$ cat config.mk
export PLATFORM = sky130hd
export DESIGN_NAME = dmx_exec
export DESIGN_NICKNAME = d
export VERILOG_FILES = /design/src/design/dmx_qphase.v /design/src/design/dmx_exec.v
export VERILOG_INCLUDE_DIRS = /design/src /design/src/design
export SDC_FILE = /design/constraint.sdc
export NUM_CORES = 1
export LEC_CHECK = 0
export BUFFER_PORTS_ARGS = -buffer_cell sky130_fd_sc_hd__buf_2
export CORE_UTILIZATION = 35
export CTS_CLUSTER_DIAMETER = 60
export DETAILED_ROUTE_END_ITERATION = 16
export HOLD_SLACK_MARGIN = 0.02
export MAX_ROUTING_LAYER = met4
export PLACE_DENSITY = 0.59
export SETUP_SLACK_MARGIN = 0.2
export SYNTH_ARGS = -nofsm -noshare
export SYNTH_HDL_FRONTEND = slang
export SYNTH_SLANG_ARGS = --single-unit
export TNS_END_PERCENT = 30
$ cat constraint.sdc
create_clock -name REF_CLK -period 3 [get_ports REF_CLK]
set_input_delay 0.3 -clock REF_CLK [delete_from_list [all_inputs] [get_ports REF_CLK]]
set_output_delay 0.3 -clock REF_CLK [all_outputs]
set_load 0.03 [all_outputs]
$ cat src/design/dmx_map.vh
// Constants for the data-move instruction decode and execute block
// Behaviour
// [RQ1] With a=0 and extended set on, file addresses up to 5Fh use indexed literal offset.
// [RQ2] Byte move from file: d=0 writes working register, d=1 writes file back.
// [RQ3] a=0 selects access bank; a=1 uses bank select register for the bank.
// [RQ4] File-to-file move is two words: prefix 1100 source, prefix 1111 destination.
// [RQ5] File-to-file move copies source byte to destination anywhere in 000h to FFFh.
// [RQ6] File-to-file move accepts the mapped working register as source or destination.
// [RQ7] Software never names pc low byte or stack top bytes as move destination.
// [RQ8] File-to-file: cycle one reads source in Q2; cycle two writes destination in Q4.
// [RQ9] Opcode 0000 0001 kkkk kkkk loads bank select register in one cycle.
// [RQ10] Bank select load forces bits 7:4 to zero.
// [RQ11] Opcode 0000 1110 kkkk kkkk loads the working register.
// [RQ12] Single-cycle moves: decode Q1, read Q2, process Q3, write Q4; flags only for byte move.
`ifndef DMX_MAP_VH
`define DMX_MAP_VH
// ****************************************
// Opcode fields, address constants and masks
// ****************************************
`define DMX_OP_MOVE_FILE_BYTE      6'h14
`define DMX_OP_FF1       4'hc
`define DMX_OP_FF2       4'hf
`define DMX_OP_LB        8'h01
`define DMX_OP_LW        8'h0e
`define DMX_ILO_MAX      8'h5f
`define DMX_ACC_SPLIT    8'h60
`define DMX_ACC_HI_BANK  4'hf
`define DMX_WREG_ADDR    12'hfe8
`define DMX_BSR_MASK     8'h0f
// ****************************************
// Quarter phases
// ****************************************
`define DMX_Q1           2'h0
`define DMX_Q2           2'h1
`define DMX_Q3           2'h2
`define DMX_Q4           2'h3
`endif

$ cat src/design/dmx_qphase.v
// Quarter-phase sequencer for the instruction cycle
module dmx_qphase
(
   clk,
   srst,
   phase,
   last_q
);
`include "dmx_map.vh"
   input  wire       clk;
   input  wire       srst;
   output wire [1:0] phase;
   output wire       last_q;

   reg [1:0] ph_q;

   // Steps Q1 to Q4 and wraps
   always @(posedge clk)
   begin
      if (srst)
         ph_q <= `DMX_Q1;
      else
         ph_q <= ph_q + 2'h1;
   end

   assign phase  = ph_q;
   assign last_q = (ph_q == `DMX_Q4);
endmodule // dmx_qphase

$ cat src/design/dmx_exec.v
// Decode and execute of the core data-move instructions
module dmx_exec
(
   REF_CLK,
   SRST,
   EXT_SET_EN,
   INSTR_WORD,
   RD_DATA,
   ILO_BASE,
   FETCH_REQ,
   PHASE,
   RD_EN,
   RD_ADDR,
   WR_EN,
   WR_ADDR,
   WR_DATA,
   FLAG_N,
   FLAG_Z,
   FLAG_WE,
   WREG,
   BANK_SEL,
   ILLEGAL_DEST
);
`include "dmx_map.vh"
   // ****************************************
   // Ports
   // ****************************************
   // Clock, reset and operand inputs
   input  wire        REF_CLK;
   input  wire        SRST;
   input  wire        EXT_SET_EN;
   input  wire [15:0] INSTR_WORD;
   input  wire [7:0]  RD_DATA;
   input  wire [11:0] ILO_BASE;
   // Memory strobes, flags and core registers
   output reg         FETCH_REQ;
   output reg  [1:0]  PHASE;
   output reg         RD_EN;
   output reg  [11:0] RD_ADDR;
   output reg         WR_EN;
   output reg  [11:0] WR_ADDR;
   output reg  [7:0]  WR_DATA;
   output reg         FLAG_N;
   output reg         FLAG_Z;
   output reg         FLAG_WE;
   output reg  [7:0]  WREG;
   output reg  [7:0]  BANK_SEL;
   output reg         ILLEGAL_DEST;

   // ****************************************
   // Internal state
   // ****************************************
   // Waiting for a copy destination word or not
   localparam ST_IDLE = 2'h0;
   localparam ST_FF2  = 2'h1;

   // Quarter phase, latched word and datapath holding
   wire [1:0]  ph;
   wire        last_q;
   reg  [15:0] ir_q;
   reg  [1:0]  st_q;
   reg  [1:0]  st_d;
   reg  [7:0]  data_q;
   reg  [11:0] src_q;
   reg  [11:0] eff_addr;
   reg  [1:0]  kind;

   // Instruction classes decoded from a first word
   localparam K_NONE = 2'h0;
   localparam K_MOVE_FILE_BYTE = 2'h1;
   localparam K_LIT  = 2'h2;
   localparam K_FF1  = 2'h3;

   // Quarter counter, restarts at Q1 with reset
   dmx_qphase u_qphase
   (
      .clk    (REF_CLK),
      .srst   (SRST),
      .phase  (ph),
      .last_q (last_q)
   );

   // ****************************************
   // Decode
   // ****************************************
   // Instruction class and effective file address
   always @*
   begin
      kind = K_NONE;
      if (st_q == ST_IDLE)
      begin
         if (ir_q[15:10] == `DMX_OP_MOVE_FILE_BYTE)
            kind = K_MOVE_FILE_BYTE;
         else if (ir_q[15:12] == `DMX_OP_FF1)                      // [RQ4]
            kind = K_FF1;
         else if (ir_q[15:8] == `DMX_OP_LB || ir_q[15:8] == `DMX_OP_LW) // [RQ9] [RQ11]
            kind = K_LIT;
      end
      if (!ir_q[8] && EXT_SET_EN && ir_q[7:0] <= `DMX_ILO_MAX)   // [RQ1]
         eff_addr = ILO_BASE + {4'h0, ir_q[7:0]};
      else if (ir_q[8])                                           // [RQ3]
         eff_addr = {BANK_SEL[3:0], ir_q[7:0]};
      else if (ir_q[7:0] < `DMX_ACC_SPLIT)
         eff_addr = {4'h0, ir_q[7:0]};
      else
         eff_addr = {`DMX_ACC_HI_BANK, ir_q[7:0]};
   end

   // Second word expected after the source word
   always @*
   begin
      case (st_q)
         ST_IDLE: st_d = (last_q && kind == K_FF1) ? ST_FF2 : ST_IDLE;
         ST_FF2:  st_d = last_q ? ST_IDLE : ST_FF2;
         default: st_d = ST_IDLE;
      endcase
   end

   // ****************************************
   // Execute
   // ****************************************
   // Per-quarter activity
   always @(posedge REF_CLK)
   begin
      if (SRST)
      begin
         // Whole block back to idle, fetch restarts at Q1
         ir_q <= 16'h0000;
         st_q <= ST_IDLE;
         data_q <= 8'h00;
         src_q <= 12'h000;
         FETCH_REQ <= 1'b0;
         PHASE <= `DMX_Q1;
         RD_EN <= 1'b0;
         RD_ADDR <= 12'h000;
         WR_EN <= 1'b0;
         WR_ADDR <= 12'h000;
         WR_DATA <= 8'h00;
         FLAG_N <= 1'b0;
         FLAG_Z <= 1'b0;
         FLAG_WE <= 1'b0;
         WREG <= 8'h00;
         BANK_SEL <= 8'h00;
         ILLEGAL_DEST <= 1'b0;
      end
      else
      begin
         // Strobes default low so each one lasts a single clock
         st_q <= st_d;
         PHASE <= ph;
         RD_EN <= 1'b0;
         WR_EN <= 1'b0;
         FLAG_WE <= 1'b0;
         FETCH_REQ <= (ph == `DMX_Q4);
         // Q1: latch instruction word and decode
         if (ph == `DMX_Q1)                                       // [RQ12]
         begin
            ir_q <= INSTR_WORD;
            ILLEGAL_DEST <= 1'b0;
         end
         // Q2: operand read
         if (ph == `DMX_Q2)
         begin
            if (kind == K_MOVE_FILE_BYTE)
            begin
               RD_EN <= 1'b1;
               RD_ADDR <= eff_addr;
            end
            else if (kind == K_FF1)                                // [RQ8] [RQ5]
            begin
               RD_EN <= 1'b1;
               RD_ADDR <= ir_q[11:0];
               src_q <= ir_q[11:0];
            end
         end
         // Q3: capture read data or literal
         if (ph == `DMX_Q3)
         begin
            if (kind == K_MOVE_FILE_BYTE || kind == K_FF1)
               data_q <= RD_DATA;
            else if (kind == K_LIT)
               data_q <= ir_q[7:0];
         end
         // Q4: write target
         if (ph == `DMX_Q4)
         begin
            if (kind == K_MOVE_FILE_BYTE)
            begin
               FLAG_WE <= 1'b1;                                    // [RQ12]
               FLAG_N <= data_q[7];
               FLAG_Z <= (data_q == 8'h00);
               if (ir_q[9])                                        // [RQ2]
               begin
                  WR_EN <= 1'b1;
                  WR_ADDR <= eff_addr;
                  WR_DATA <= data_q;
               end
               else
                  WREG <= data_q;
            end
            else if (kind == K_LIT && ir_q[15:8] == `DMX_OP_LB)
               BANK_SEL <= data_q & `DMX_BSR_MASK;                 // [RQ10]
            else if (kind == K_LIT)
               WREG <= data_q;                                     // [RQ11]
            else if (st_q == ST_FF2 && ir_q[15:12] == `DMX_OP_FF2)  // [RQ8]
            begin
               // Mapped working register kept coherent either way
               if (ir_q[11:0] == `DMX_WREG_ADDR)                   // [RQ6]
                  WREG <= data_q;
               else
               begin
                  WR_EN <= 1'b1;
                  WR_ADDR <= ir_q[11:0];
                  WR_DATA <= (src_q == `DMX_WREG_ADDR) ? WREG : data_q;
               end
            end
            // Second word lacks the destination prefix
            else if (st_q == ST_FF2)
               ILLEGAL_DEST <= 1'b1;                               // Bad second word
         end
      end
   end
endmodule // dmx_exec

### After elaboration in Yosys (flattened, before gate mapping)

Index checks and enable logic that the tools add are counted.

| storage, ports and cells | value |
|---|---|
| register bits | 93 |
| input port bits | 39 |
| output and inout port bits | 57 |
| word-level logic and storage cells | 118 |

| cells by class | value |
|---|---|
| add/sub/neg operators | 2 |
| order comparisons | 2 |
| eq/ne operators | 19 |
| muxes and demuxes | 49 |
| bitwise logic cells | 3 |
| reduce and logical (&&, ||, !) cells | 25 |

Operator list:

| operator | number |
|---|---|
| $mux 12 | 11 |
| $mux 8 | 15 |
| $eq 12x12->1 const B | 2 |
| $mux 1 | 18 |
| $add 12x8->12 | 1 |
| $ne 2x2->1 const B | 5 |
| $eq 2x2->1 const B | 4 |
| $eq 4x4->1 const B | 2 |
| $eq 8x1->1 const B | 1 |
| $eq 8x4->1 const B | 1 |
| $le 8x7->1 const B | 1 |
| $logic_not 8->1 | 1 |
| $lt 8x7->1 const B | 1 |
| $mux 2 | 4 |
| $eq 2x1->1 const B | 3 |
| $eq 6x5->1 const B | 1 |
| $reduce_and 2->1 | 3 |
| $reduce_and 3->1 | 2 |
| $reduce_and 6->1 | 1 |
| $reduce_bool 2->1 | 3 |
| $reduce_bool 3->1 | 2 |
| $logic_and 1x1->1 | 5 |
| $reduce_and 5->1 | 1 |
| $logic_not 2->1 | 2 |
| 6 further kinds | 10 |

### Longest topological paths before layout

Gate-level depths: netlist (run 1).

| logic depth | value |
|---|---|
| depth in word-level cells | 11 |
| gate-level depth with buffers | 8 |
| depth with buffers taken out | 7 |

### Modules after synthesis

A second synthesis (run 1) with hierarchy kept.

| second synthesis, totals | value |
|---|---|
| cell total of the unflattened synthesis | 491 |
| area, all modules | 4205.3 sq um |

Modules (own cells, without submodules):

| module | times used | cells an instance | area each (sq um) | sequential area each (sq um) |
|---|---|---|---|---|
| dmx_exec | 1 | 486 | 4142.7 | 1801.7 |
| dmx_qphase | 1 | 5 | 62.6 | 40.0 |

### Least setup slack after synthesis (run 1)

Ideal clock, no wire load.

| timing path | value |
|---|---|
| path kind | reg2reg |
| from | reg ir_q[0] |
| to | reg RD_ADDR[8] |
| library setup time | 0.134 ns |
| data arrival time | 1.799 ns |
| required time | 2.866 ns |
| setup slack | 1.067 ns |
| stages on the path, launching flop included | 8 |
| buffers on the path | 0 |
| clock period less this slack | 1.933 ns |
| cell sequence | dfxtp_1 ha_1 fa_1 a21oi_1 o2111ai_1 o21ai_0 mux2i_1 a211oi_1 |

| on the way | value |
|---|---|
| longest elaborated chain between the ends | 5 |
| elaborated cells on any way between the ends | 8 |
| those cells by class | add/sub (1); order compare (2); mux (4); reduce/logical (1) |

RTL lines:

| element | RTL line | RTL |
|---|---|---|
| start, declared | dmx_exec.v:60 | `reg [15:0] ir_q;` |
| start signal, assigned | dmx_exec.v:128 | `ir_q <= 16'h0000;` |
| start signal, assigned | dmx_exec.v:158 | `ir_q <= INSTR_WORD;` |
| $lt 8x7->1 (no line) | - |  |
| $mux 12 | dmx_exec.v:103 | `` else if (ir_q[7:0] < `DMX_ACC_SPLIT) `` |
| $mux 12 | dmx_exec.v:101 | `else if (ir_q[8])` |
| $mux 12 (*) | dmx_exec.v:99 | `` if (!ir_q[8] && EXT_SET_EN && ir_q[7:0] <= `DMX_ILO_MAX) `` |
| $mux 12 (*) | dmx_exec.v:164 | `if (kind == K_MOVE_FILE_BYTE)` |
| end signal, assigned | dmx_exec.v:167 | `RD_ADDR <= eff_addr;` |
| end signal, assigned | dmx_exec.v:172 | `RD_ADDR <= ir_q[11:0];` |
| end, declared | dmx_exec.v:39 | `output reg [11:0] RD_ADDR;` |

Every way passes the cells marked *; elsewhere a longest branch is shown, timed or not.
A chain may end at the register's enable or synchronous reset.

### Worst setup path after layout (run 1)

| timing path | value |
|---|---|
| from | reg ir_q[14] |
| to | reg WREG[3] |

| on the way | value |
|---|---|
| longest elaborated chain between the ends | 10 |
| elaborated cells on any way between the ends | 22 |
| those cells by class | eq/ne (9); mux (7); reduce/logical (6) |

RTL lines:

| element | RTL line | RTL |
|---|---|---|
| $eq 8x1->1 (no line) / $eq 8x4->1 (equally long branches) | - |  |
| $logic_or 1x1->1 (no line) | - |  |
| $mux 2 | dmx_exec.v:96 | `` else if (ir_q[15:8] == `DMX_OP_LB \|\| ir_q[15:8] == `DMX_OP_LW) `` |
| $mux 2 | dmx_exec.v:94 | `` else if (ir_q[15:12] == `DMX_OP_FF1) `` |
| $mux 2 | dmx_exec.v:92 | `` if (ir_q[15:10] == `DMX_OP_MOVE_FILE_BYTE) `` |
| $mux 2 | dmx_exec.v:90 | `if (st_q == ST_IDLE)` |
| $eq 2x2->1 | dmx_exec.v:201, dmx_exec.v:203 |  |
| $logic_and 1x1->1 (no line) / $mux 8 (equally long branches) | - |  |
| $ne 2x2->1 (no line) / $mux 8 (equally long branches) | - |  |
| $reduce_and 5->1 (no line) / $mux 8 (equally long branches) | - |  |
| end signal, assigned | dmx_exec.v:199 | `WREG <= data_q;` |
| end signal, assigned | dmx_exec.v:204 | `WREG <= data_q;` |
| end signal, assigned | dmx_exec.v:209 | `WREG <= data_q;` |
| end, declared | dmx_exec.v:46 | `output reg [7:0] WREG;` |

Several ways; a longest one is shown, not always the timed one. The select of a mux whose other input is x is not followed.

==> results of run 1 <==
==> cells by family (layout without fill, tap and decap cells) <==
group                    after synthesis  count (layout)
buffers and inverters                 46             128
flip-flops                            92              92
XOR/XNOR                               3               3
adder cells (fa/ha/maj)               13              13
AND/OR/NAND/NOR                      165             165
other                                  1               4
AO/OA/AOI/OAI                        101             101
multiplexers                          69              69
==> placed cells by master (no fill, tap or decap), types with 2 or more instances in the layout <==
cell type   synthesis  layout
nor4_1              2       2
nor3b_1             3       3
ha_1               12      12
a211oi_1           20      20
and3_1              4       4
and4_1              2       2
nand4_1             6       6
o2111ai_1           2       2
mux2i_1            67      67
xor2_1              3       3
a211o_1             2       2
dfxtp_1            92      92
o21ai_0            20      19
o211ai_1            2       2
o221ai_1            2       2
a31oi_1             9       9
buf_4               6       8
o31ai_1             6       6
a21oi_1            20      20
nand3_1             5       5
nand2b_1            5       5
buf_2               5      91
a311oi_1            2       2
nor2_1             77      77
nor3_1              9       9
nand2_1            31      31
conb_1              1       4
o21ai_1             2       3
nand3b_1            3       3
clkinv_4            0       2
o41ai_1             2       2
clkbuf_16           0       9
nor2b_1             6       6
mux2_2              2       2
inv_1              13      13
a21o_1              2       2
nor4b_2             2       2
clkinvlp_4          0       2
==> per-layer routing <==
metal	track usage, %	wire, µm	vias to the layer above
li1	-	-	1920
met1	27.4	6180	1791
met2	27.6	5300	111
met3	3.81	604	17
met4	8.31	277	0
met5	-	0	-
==> critical path, cell delays in order, from the launching register on <==
cell and delay (ns):
dfxtp_1 0.44, nor3b_1 0.55, nand2_1 0.32, o221ai_1 0.24, and3_1 0.55, mux2i_1 0.26
==> stage by stage <==
stage | instances | cell area [µm²]
floorplan | 493 | 4460
CTS | 743 | 5290
finish | 743 | 5290
global placement | 727 | 5010
detailed placement | 727 | 5010
global route | 743 | 5290
==> flip-flops by register name, summed over array words and instances, names as in the netlist, 2 cells and up <==
register,cells
BANK_SEL,4
u_qphase.phase,2
src_q,12
RD_ADDR,12
WR_ADDR,12
WR_DATA,8
PHASE,2
WREG,8
data_q,8
ir_q,16
==> power by group <==
part / switching, µW / internal (µW)
Combinational: 205 / 136
Sequential: 48.9 / 1250
Clock: 479 / 585
Total: 733 / 1970
==> area by class of cell <==
type,instances,area [µm²]
flip-flops and latches,92,1840
fillers,1230,6930
multi-input cells,355,2390
clock inverters,5,37.5
inverters,13,48.8
well taps,168,210
clock buffers,11,243
repair buffers,99,515
==> worst max path at each step <==
| stage | from | endpoint | slack [ns] |
|---|---|---|---|
| floorplan | ir_q[0] | RD_ADDR[8] | 1.07 |
| global placement | ir_q[14] | WREG[1] | 0.70 |
| detailed placement | ir_q[14] | WREG[3] | 0.63 |
| CTS | ir_q[14] | WREG[3] | 0.60 |
| global route | ir_q[14] | WREG[3] | 0.37 |
| finish | ir_q[14] | WREG[3] | 0.56 |
==> impl_results.md, run 1 <==
* Outcome: finished clean
* ANT nets after route at 0
* Drt first pass iters at 4
* Die H at approximately 110 µm
* XOR/XNOR Fraction of Synth Area at 0.591%
* Worst Clk Skew at 0.00934 ns
* Post-synth top area share at 41.4%
* All-Layer GR Usage at just under 20%
* CTS tree: yes
* Largest cells by area after synthesis: dfxtp_1, mux2i_1, nor2_1
* Congestion Overflow GR at 0
* GP Congestion at 0.877
* VDD IR-drop max at between 200 and 300 µV
* Reg2Reg Setup Slack at between 0.5 and 0.6 ns
* Worst reg2reg path depth at 5
* Hold Path Origin: INSTR_WORD[15]
* Min-Delay Endpoint: ir_q[15]
* Starting Density at 36.4%
* Layout cells sized above 1 at 22.1%
* Yosys cell types at between 50 and 60
* Setup TNS at 0 ns
* CTS hold repair buffers at 0
* Hold WC Path Type: primary input to flop
* Clock sink count at roughly 90
* CP Data Arrival Time at approximately 2.7 ns
* TritonCTS Buffers at 9
* Worst slew pin tran at approximately 0.94 ns
* PortBufs at 91
* Worst setup margin at 0.558 ns
* Worst-Skew Late Latency at roughly 0.35 ns
* WHS Path Cells at 3
* Leak pwr at 0.00240 µW
* Root buffer cell: clkbuf_16
* Commonest cells post-synth: dfxtp_1, nor2_1, mux2i_1
* Ports at 96
* Global-route wire length before repair at 18.7 mm
* Compound-cell area share of the yosys netlist at 15.1%
* Largest net degree at the start of global routing at 68
* Avg Cell Area, Syn at 9.07 µm²
* Vias in the first global route at about 3,400
* DRT iter0 DRCs at 341
* Fmax at about 400 MHz
* Diode count at 0
* Max_slew headroom at 37.3%
* EDFF count, synth at 0
* Sequential area share after synthesis at 41.4%
* Initial antenna violation count at 0
* Nature of the critical path endpoint: flop
* Synthesis-to-finish area growth at 18.9%
* DP Wirelength at 9.08 mm
* Maxcap violations at 0
* FP Rows at 40
* DRT Wirelength at 12.4 mm
* Clock transition at path regs at 0.07 ns
* DRC viols at 0
* Core area at between 10,000 and 15,000 µm²
* Main combinational cell family by area after synthesis: simple AND/OR/NAND/NOR gates
* Yosys top cell by area: dfxtp_1
* RSZ-0062 raised after global routing: false
* Gate Count Post-Synth at 490
* Cell Area, Synth at between 4000 and 5000 µm²
* Critical Path RT at between 3 and 4 ns
* Synth Area in Adders at 3.83%
* Synth Register Bits at 92
* Fin crit share at just over 80%
* Max clock buf depth at 2
* Simple-Gate Fraction of Synth Area at between 10% and 20%
* Synth async-reset ratio at 0%
* Final number of setup-violating endpoints at 0
* Mux contribution to synthesized area at between 10% and 20%
* Die area at 13,200 µm²
* Final Hold Fails at 0
* Pwr Density at 512 nW/µm²
* Min cycle time layout at 2.44 ns
* Via count at 3,839
* CP max FO at 8
* Die width at 115 µm
* CP Class: flop to flop
* Final core utilization at roughly 43%
* Nets at 622
* Count leader, synth: dfxtp_1
* Power Total at 2700 µW
* Synth Flop Type: dfxtp_1
* Post-DR wirelength/cell at 16.6 µm
* Postcts setup bufs at 0
* R2r endpoint: WREG[3]
* Crit path launch type: flop
* Place WS at 0.634 ns
* Via density at 5.17
* Crit Reg-Reg Startpoint: ir_q[14]
* Post-cts repair resize count at 0
* Max Slew Vio Count at 0
* Hold Slack at 0.189 ns
* YS warnings at 0
* Number of H-tree levels at 3
No activity file was read; power rests on OpenSTA's default activity.
==> run 2, diff against run 1 <==
--- a/config.mk
+++ b/config.mk
@@ -6,6 +6,7 @@
 export SDC_FILE = /design/constraint.sdc
 export NUM_CORES = 1
 export LEC_CHECK = 0
+export ABC_AREA = 1
 export BUFFER_PORTS_ARGS = -buffer_cell sky130_fd_sc_hd__buf_2
 export CORE_UTILIZATION = 35
 export CTS_CLUSTER_DIAMETER = 60
==> constraint.sdc (replaced) <==
create_clock -name REF_CLK -period 2.4 [get_ports REF_CLK]
set_input_delay 0.24 -clock REF_CLK [delete_from_list [all_inputs] [get_ports REF_CLK]]
set_output_delay 0.24 -clock REF_CLK [all_outputs]
set_load 0.03 [all_outputs]
==> impl_results.md, run 2 <==
* Post-cts repair resize count at 0 (unchanged)
* Synth async-reset ratio at 0% (unchanged)
* RSZ-0062 raised after global routing: false
* Diode count at 0 (unchanged)
* Worst Clk Skew at 0.00970 ns (+0.000366 ns)
* Crit Reg-Reg Startpoint: ir_q[0]
* Global-route wire length before repair at 21.2 mm (+13%)
* Max clock buf depth at 2 (unchanged)
* Met1 usage at 26.8% (-0.64 points)
* Die area at 13,700 µm² (+4.5%)
* Initial antenna violation count at 0 (unchanged)
* Clock transition at path regs at 0.06 ns (about the same)
* CP endpoint: WR_ADDR[6]
* Worst reg2reg path depth at 9 (+4)
* FP Rows at 41 (+2.5%)
* Congestion Overflow GR at 0 (unchanged)
* DP Wirelength at 10.2 mm (+12%)
* Hold WC Path Type: primary input to flop
* Met3 Use GR at 3.40% (-0.41 points)
* Via density at 4.96 (-4.0%)
* Die H at 117 µm (+2.2%)
* Multi-input logic area at 2390 µm² (+0.16%)
* GRT busiest layer: met2
* Max reg flops at 16 (unchanged)
* Starting Density at 36.4% (about the same)
* Root buffer cell: clkbuf_16
* Worst slew pin tran at 0.545 ns (-0.391 ns)
* Fillers at 1,338 (+8.8%)
* YS warnings at 0 (unchanged)
* Storage cell area at 1840 µm² (unchanged)
* Postcts setup bufs at 0 (unchanged)
* Pwr Density at 634 nW/µm² (+24%)
* Max Slew Vio Count at 0 (unchanged)
* TritonCTS Buffers at 9 (unchanged)
* WHS Path Cells at 3 (unchanged)
* Via count at 4,614 (+20%)
* Max_slew headroom at 63.6% (+26 points)
* All-Layer GR Usage at 21.2% (+1.5 points)
* Commonest cells post-synth: nand2_1, nor2_1, dfxtp_1
* GP Congestion at 0.916 (+4.4%)
* Die width at 117 µm (+2.2%)
* Layout cells sized above 1 at 17.9% (-4.1 points)
* CP max FO at 5 (-3)
* Gate Count Post-Synth at 668 (+36%)
* Cell Area, Synth at 4650 µm² (+4.6%)
* Yosys cell types at 41 (-31%)
* Post-synth top area share at 39.6% (-1.8 points)
* Nature of the critical path endpoint: flop
* Final Hold Fails at 0 (unchanged)
* Avg Cell Area, Syn at 6.96 µm² (-23%)
* CTS hold repair buffers at 0 (unchanged)
* Worst setup startpoint: ir_q[0]
* Clock sink count at 92 (unchanged)
* Setup TNS at 0 ns (unchanged)
* Fmax at 500 MHz (+22%)
* Vias in the first global route at 4,264 (+25%)
* Reg2Reg Setup Slack at 0.40 ns (-0.16 ns)
* Post-DR wirelength/cell at 14.3 µm (-14%)
* Synth Register Bits at 92 (unchanged)
* Area after DPL at 5220 µm² (+4.3%)
* Worst-Skew Late Latency at 0.35 ns (about the same)
* Count leader, synth: nand2_1
* DRT Wirelength at 13.3 mm (+7.3%)
* Power Total at 3480 µW (+29%)
* CP Data Arrival Time at 2.28 ns (-0.44 ns)
* Most frequent cells in the layout: nand2_1, nor2_1, dfxtp_1, buf_2, inv_1
* CTS tree: yes
* Min cycle time layout at 2.00 ns (-0.442 ns)
* PortBufs at 91 (unchanged)
* Global-route met2 utilization at 34.0% (+6.4 points)
* Nets at 805 (+29%)
* Drt first pass iters at 5 (+1)
* Most common cell after layout, fill and taps aside: nand2_1
* Largest cells by area after synthesis: dfxtp_1, nand2_1, nor2_1
* Synthesis-to-finish area growth at 18.2%
* Synth Flop Type: dfxtp_1
* Fin crit share at 83.3% (+1.9 points)
* Number of H-tree levels at 3 (unchanged)
* Outcome: finished clean
* Crit path launch type: flop
* Critical Path RT at 2.68 ns (-0.60 ns)
* VDD IR-drop max at 405 µV (+37%)
* Maxcap violations at 0 (unchanged)
* CP Class: flop to flop
* DRT iter0 DRCs at 348 (+2.1%)
* ANT nets after route at 0 (unchanged)
* Final number of setup-violating endpoints at 0 (unchanged)
* Final core utilization at 43.0% (-0.29 points)
* Leak pwr at 0.00261 µW (+8.4%)
* Yosys top cell by area: dfxtp_1
* Sequential area share after synthesis at 39.6% (-1.8 points)
* Largest net degree at the start of global routing at 41 (-40%)
* R2r endpoint: WR_ADDR[6]
* DRC viols at 0 (unchanged)
* Core area at 12,800 µm² (+4.6%)
* EDFF count, synth at 0 (unchanged)
* Ports at 96 (unchanged)
* Largest Register: ir_q
* Post-route cell area at 5490 µm² (+3.9%)
-- run 2: cell types whose count changed after synthesis, sizes merged, moves of 38 or more --
cell   change
nand2    +121
mux2i     -67
o21ai     +38
inv       +56
nand3     +44
-- run 2: area by class of cell --
| cell class | count | share of cell area, % |
|---|---|---|
| sequential | 92 | 33.5 |
| tap | 172 | 3.92 |
| timing repair buffer | 98 | 9.25 |
| inverter | 70 | 4.83 |
| clock buffer | 11 | 4.24 |
| clock inverter | 5 | 0.661 |
| multi-input combinational | 482 | 43.6 |
-- run 2: report_power, final --
group / internal [µW] / leakage [µW] / switching (µW)
combinational: 180 / 0.00173 / 352
sequential: 1580 / 0.000747 / 65.9
clock: 706 / 0.000134 / 602
total: 2460 / 0.00261 / 1020
-- run 2: routing by layer --
metal  part of all wire [%]  routed length [µm]
met5                      0                   0
met2                     46                6040
met3                    5.3                 702
met4                    1.7                 225
met1                     47                6290
-- run 2: logic make-up after synthesis --
family / count (synthesis) / synth area share (%)
xor gates and xnor gates: 4 / 0.754
DFF: 92 / 39.6
AOI/OAI and AO/OA: 122 / 14.1
buffers and inverters: 97 / 9.13
and+or+nand+nor: 339 / 32.7
other: 1 / 0.0807
adders and majority gates: 13 / 3.66
-- run 2: worst max-delay path, stage by stage, from the launching register on --
cell     delay, ns
dfxtp_1       0.45
ha_1          0.26
fa_1          0.24
nand3_1       0.10
nor2_1        0.17
nor2_1        0.08
or2_2         0.27
nand3_1       0.08
o21ai_1       0.12
a21oi_1       0.16
-- run 2: worst min-delay path by stage --
stage,from,to,slack (ns)
after floorplan,SRST,FETCH_REQ,0.32
after global placement,u_qphase.phase[0],u_qphase.phase[0],0.44
after detailed placement,src_q[4],src_q[4],0.46
after CTS,INSTR_WORD[5],ir_q[5],0.12
after global routing,INSTR_WORD[4],ir_q[4],0.12
final,INSTR_WORD[4],ir_q[4],0.12
-- run 2: metrics by stage --
step / setup slack, ns / hold slack (ns) / cells
6_report: 0.400 / 0.119 / 930
2_1_floorplan: 0.764 / 0.321 / 671
5_1_grt: 0.263 / 0.123 / 930
4_1_cts: 0.420 / 0.117 / 930
3_5_place_dp: 0.447 / 0.457 / 914
3_3_place_gp: 0.450 / 0.445 / 914
==> run 3, diff against run 2 <==
==> constraint.sdc (replaced) <==
create_clock -name REF_CLK -period 2 [get_ports REF_CLK]
set_input_delay 0.2 -clock REF_CLK [delete_from_list [all_inputs] [get_ports REF_CLK]]
set_output_delay 0.2 -clock REF_CLK [all_outputs]
set_load 0.03 [all_outputs]
==> impl_results.md, run 3 (synthesis gave the netlist of run 2 again) <==
* Outcome: finished clean
* ANT nets after route at 0 (unchanged)
* PortBufs at 91 (unchanged)
* Leak pwr at 0.00268 µW (+2.9%)
* Diode count at 0 (unchanged)
* Nets at 818 (+1.6%)
* Ports at 96 (unchanged)
* Post-route cell area at 5760 µm² (+4.8%)
* CP max FO at 6 (+1)
* Worst Clk Skew at 0.00829 ns (-0.00141 ns)
* All-Layer GR Usage at 20.9% (-0.30 points)
* DRC viols at 0 (unchanged)
* Min cycle time layout at 1.75 ns (-0.252 ns)
* WHS Path Cells at 3 (unchanged)
* Fillers at 1,303 (-2.6%)
* Congestion Overflow GR at 0 (unchanged)
* Multi-input logic area at 2470 µm² (+3.1%)
* CP max stage cell: ha_2
* Die width at 117 µm (unchanged)
* Area after DPL at 5270 µm² (+0.96%)
* Synthesis-to-finish area growth at 23.9%
* VDD IR-drop max at 414 µV (+2.2%)
* Critical path buffer and inverter count at 0 (unchanged)
* Most frequent cells in the layout: nand2_1, nor2_1, buf_2, dfxtp_1, inv_1
* Starting Density at 36.4% (unchanged)
* Max reg flops at 16 (unchanged)
* GP Congestion at 0.911 (-0.53%)
* Via count at 4,548 (-1.4%)
* Root buffer cell: clkbuf_16
* Setup TNS at 0 ns (unchanged)
* Fmax at 572 MHz (+14%)
* Place WS at 0.0774 ns (-0.370 ns)
* Critical Path RT at 2.28 ns (-0.40 ns)
* Initial antenna violation count at 0 (unchanged)
* Largest net degree at the start of global routing at 69 (+68%)
* Most common cell after layout, fill and taps aside: nand2_1
* Final Hold Fails at 0 (unchanged)
* Die H at 117 µm (unchanged)
* CTS tree: yes
* CP Data Arrival Time at 2.03 ns (-0.25 ns)
* Most used cell, CP: nor2_1
* Drt first pass iters at 5 (unchanged)
* Final number of setup-violating endpoints at 0 (unchanged)
* Clock sink count at 92 (unchanged)
* Crit path launch type: flop
* Global-route wire length before repair at 20.8 mm (-1.7%)
* Max Slew Vio Count at 0 (unchanged)
* Fin crit share at 87.4% (+4.1 points)
* Maxcap violations at 0 (unchanged)
* Storage cell area at 1850 µm² (+0.48%)
* Core area at 12,800 µm² (unchanged)
* Nature of the critical path endpoint: flop
* Critical-path cell list: ha_2 -> nand3_2 -> nor2_1 -> nor2_1 -> or2_2 -> nand3_1 -> o21ai_1 -> a21oi_1
* Largest Register: ir_q
* DP Wirelength at 9.91 mm (-2.6%)
* Number of H-tree levels at 3 (unchanged)
* FP Rows at 41 (unchanged)
* Pwr Density at 780 nW/µm² (+23%)
* TritonCTS Buffers at 9 (unchanged)
* Worst reg2reg path depth at 8 (-1)
* Peak per-stage delay on the critical path at 0.41 ns (-0.04 ns)
* Vias in the first global route at 4,203 (-1.4%)
* DRT Wirelength at 13.3 mm (about the same)
* RSZ-0062 raised after global routing: true
* Max clock buf depth at 2 (unchanged)
* Via density at 4.83 (-2.7%)
* Worst setup margin at 0.252 ns (-0.148 ns)
* Die area at 13,700 µm² (unchanged)
* WP depth at 8 (-1)
* Worst-Skew Late Latency at 0.35 ns (about the same)
* Gate family responsible for the most delay along the worst path: simple AND/OR/NAND/NOR gates
* Post-DR wirelength/cell at 14.1 µm (-1.3%)
* CP Class: flop to flop
* Layout cells sized above 1 at 22.1% (+4.1 points)
* DRT iter0 DRCs at 328 (-5.7%)
* Clock transition at path regs at 0.07 ns (about the same)
* Hold WC Path Type: primary input to flop
* CTS hold repair buffers at 0 (unchanged)
run 3: changes by cell type in the layout (fill, tap and decap cells not counted), sizes merged:
cell,delta
clkbuf,-2
bufinv,+2
buf,+13
clkinvlp,+3
inv,-2
clkinv,-2
run 3: worst register-to-register path: cells and delay by family, from the launching register on:
| family | cells | cell delay, ns |
|---|---|---|
| AND/OR/NAND/NOR | 5 | 0.67 |
| adder cells (fa/ha/maj) | 1 | 0.41 |
| flip-flops | 1 | 0.38 |
| AO/OA/AOI/OAI | 2 | 0.23 |
run 3: cell type report:
type / instances / area share, %
inverters: 70 / 4.85
multi-input cells: 482 / 42.9
clock inverters: 6 / 1.54
well taps: 172 / 3.74
flip-flops and latches: 92 / 32.1
repair buffers: 111 / 11.0
clock buffers: 9 / 3.91
run 3: metal layers:
metal / GRT usage, % / share of wire [%]
met3: 5.46 / 6.9
met2: 32.7 / 44
met5: - / 0
met1: 26.2 / 47
met4: 6.58 / 1.5
run 3: path summary, 6_finish.rpt:
check                     start    endpoint  slack (ns)
setup / recovery        ir_q[3]  WR_ADDR[6]        0.25
hold / removal    INSTR_WORD[2]     ir_q[2]        0.07
setup reg to reg        ir_q[3]  WR_ADDR[6]        0.25
hold reg to reg        src_q[2]    src_q[2]        0.46
run 3: per-stage QoR:
stage | utilization, % | cells | total power (µW) | hold WS (ns)
global route | 45.1 | 942 | 4700 | 0.0813
detailed placement | 41.3 | 919 | 2660 | 0.432
CTS | 43.9 | 934 | 4500 | 0.0683
floorplan | - | 671 | 2450 | 0.281
finish | 45.1 | 942 | 4490 | 0.0738
global placement | 41.3 | 919 | 2650 | 0.428
run 3: what timing repair did:
item                                    in CTS  in global routing
gates resized for setup                      4                 21
endpoints found under the setup margin      11                 52
buffers inserted                             0                  8
gates cloned                                 0                  0
pin swaps                                    0                  2
run 3: power by group:
group	switching (µW)	internal (µW)
logic	438	243
registers	78.8	1900
clock network	747	1090
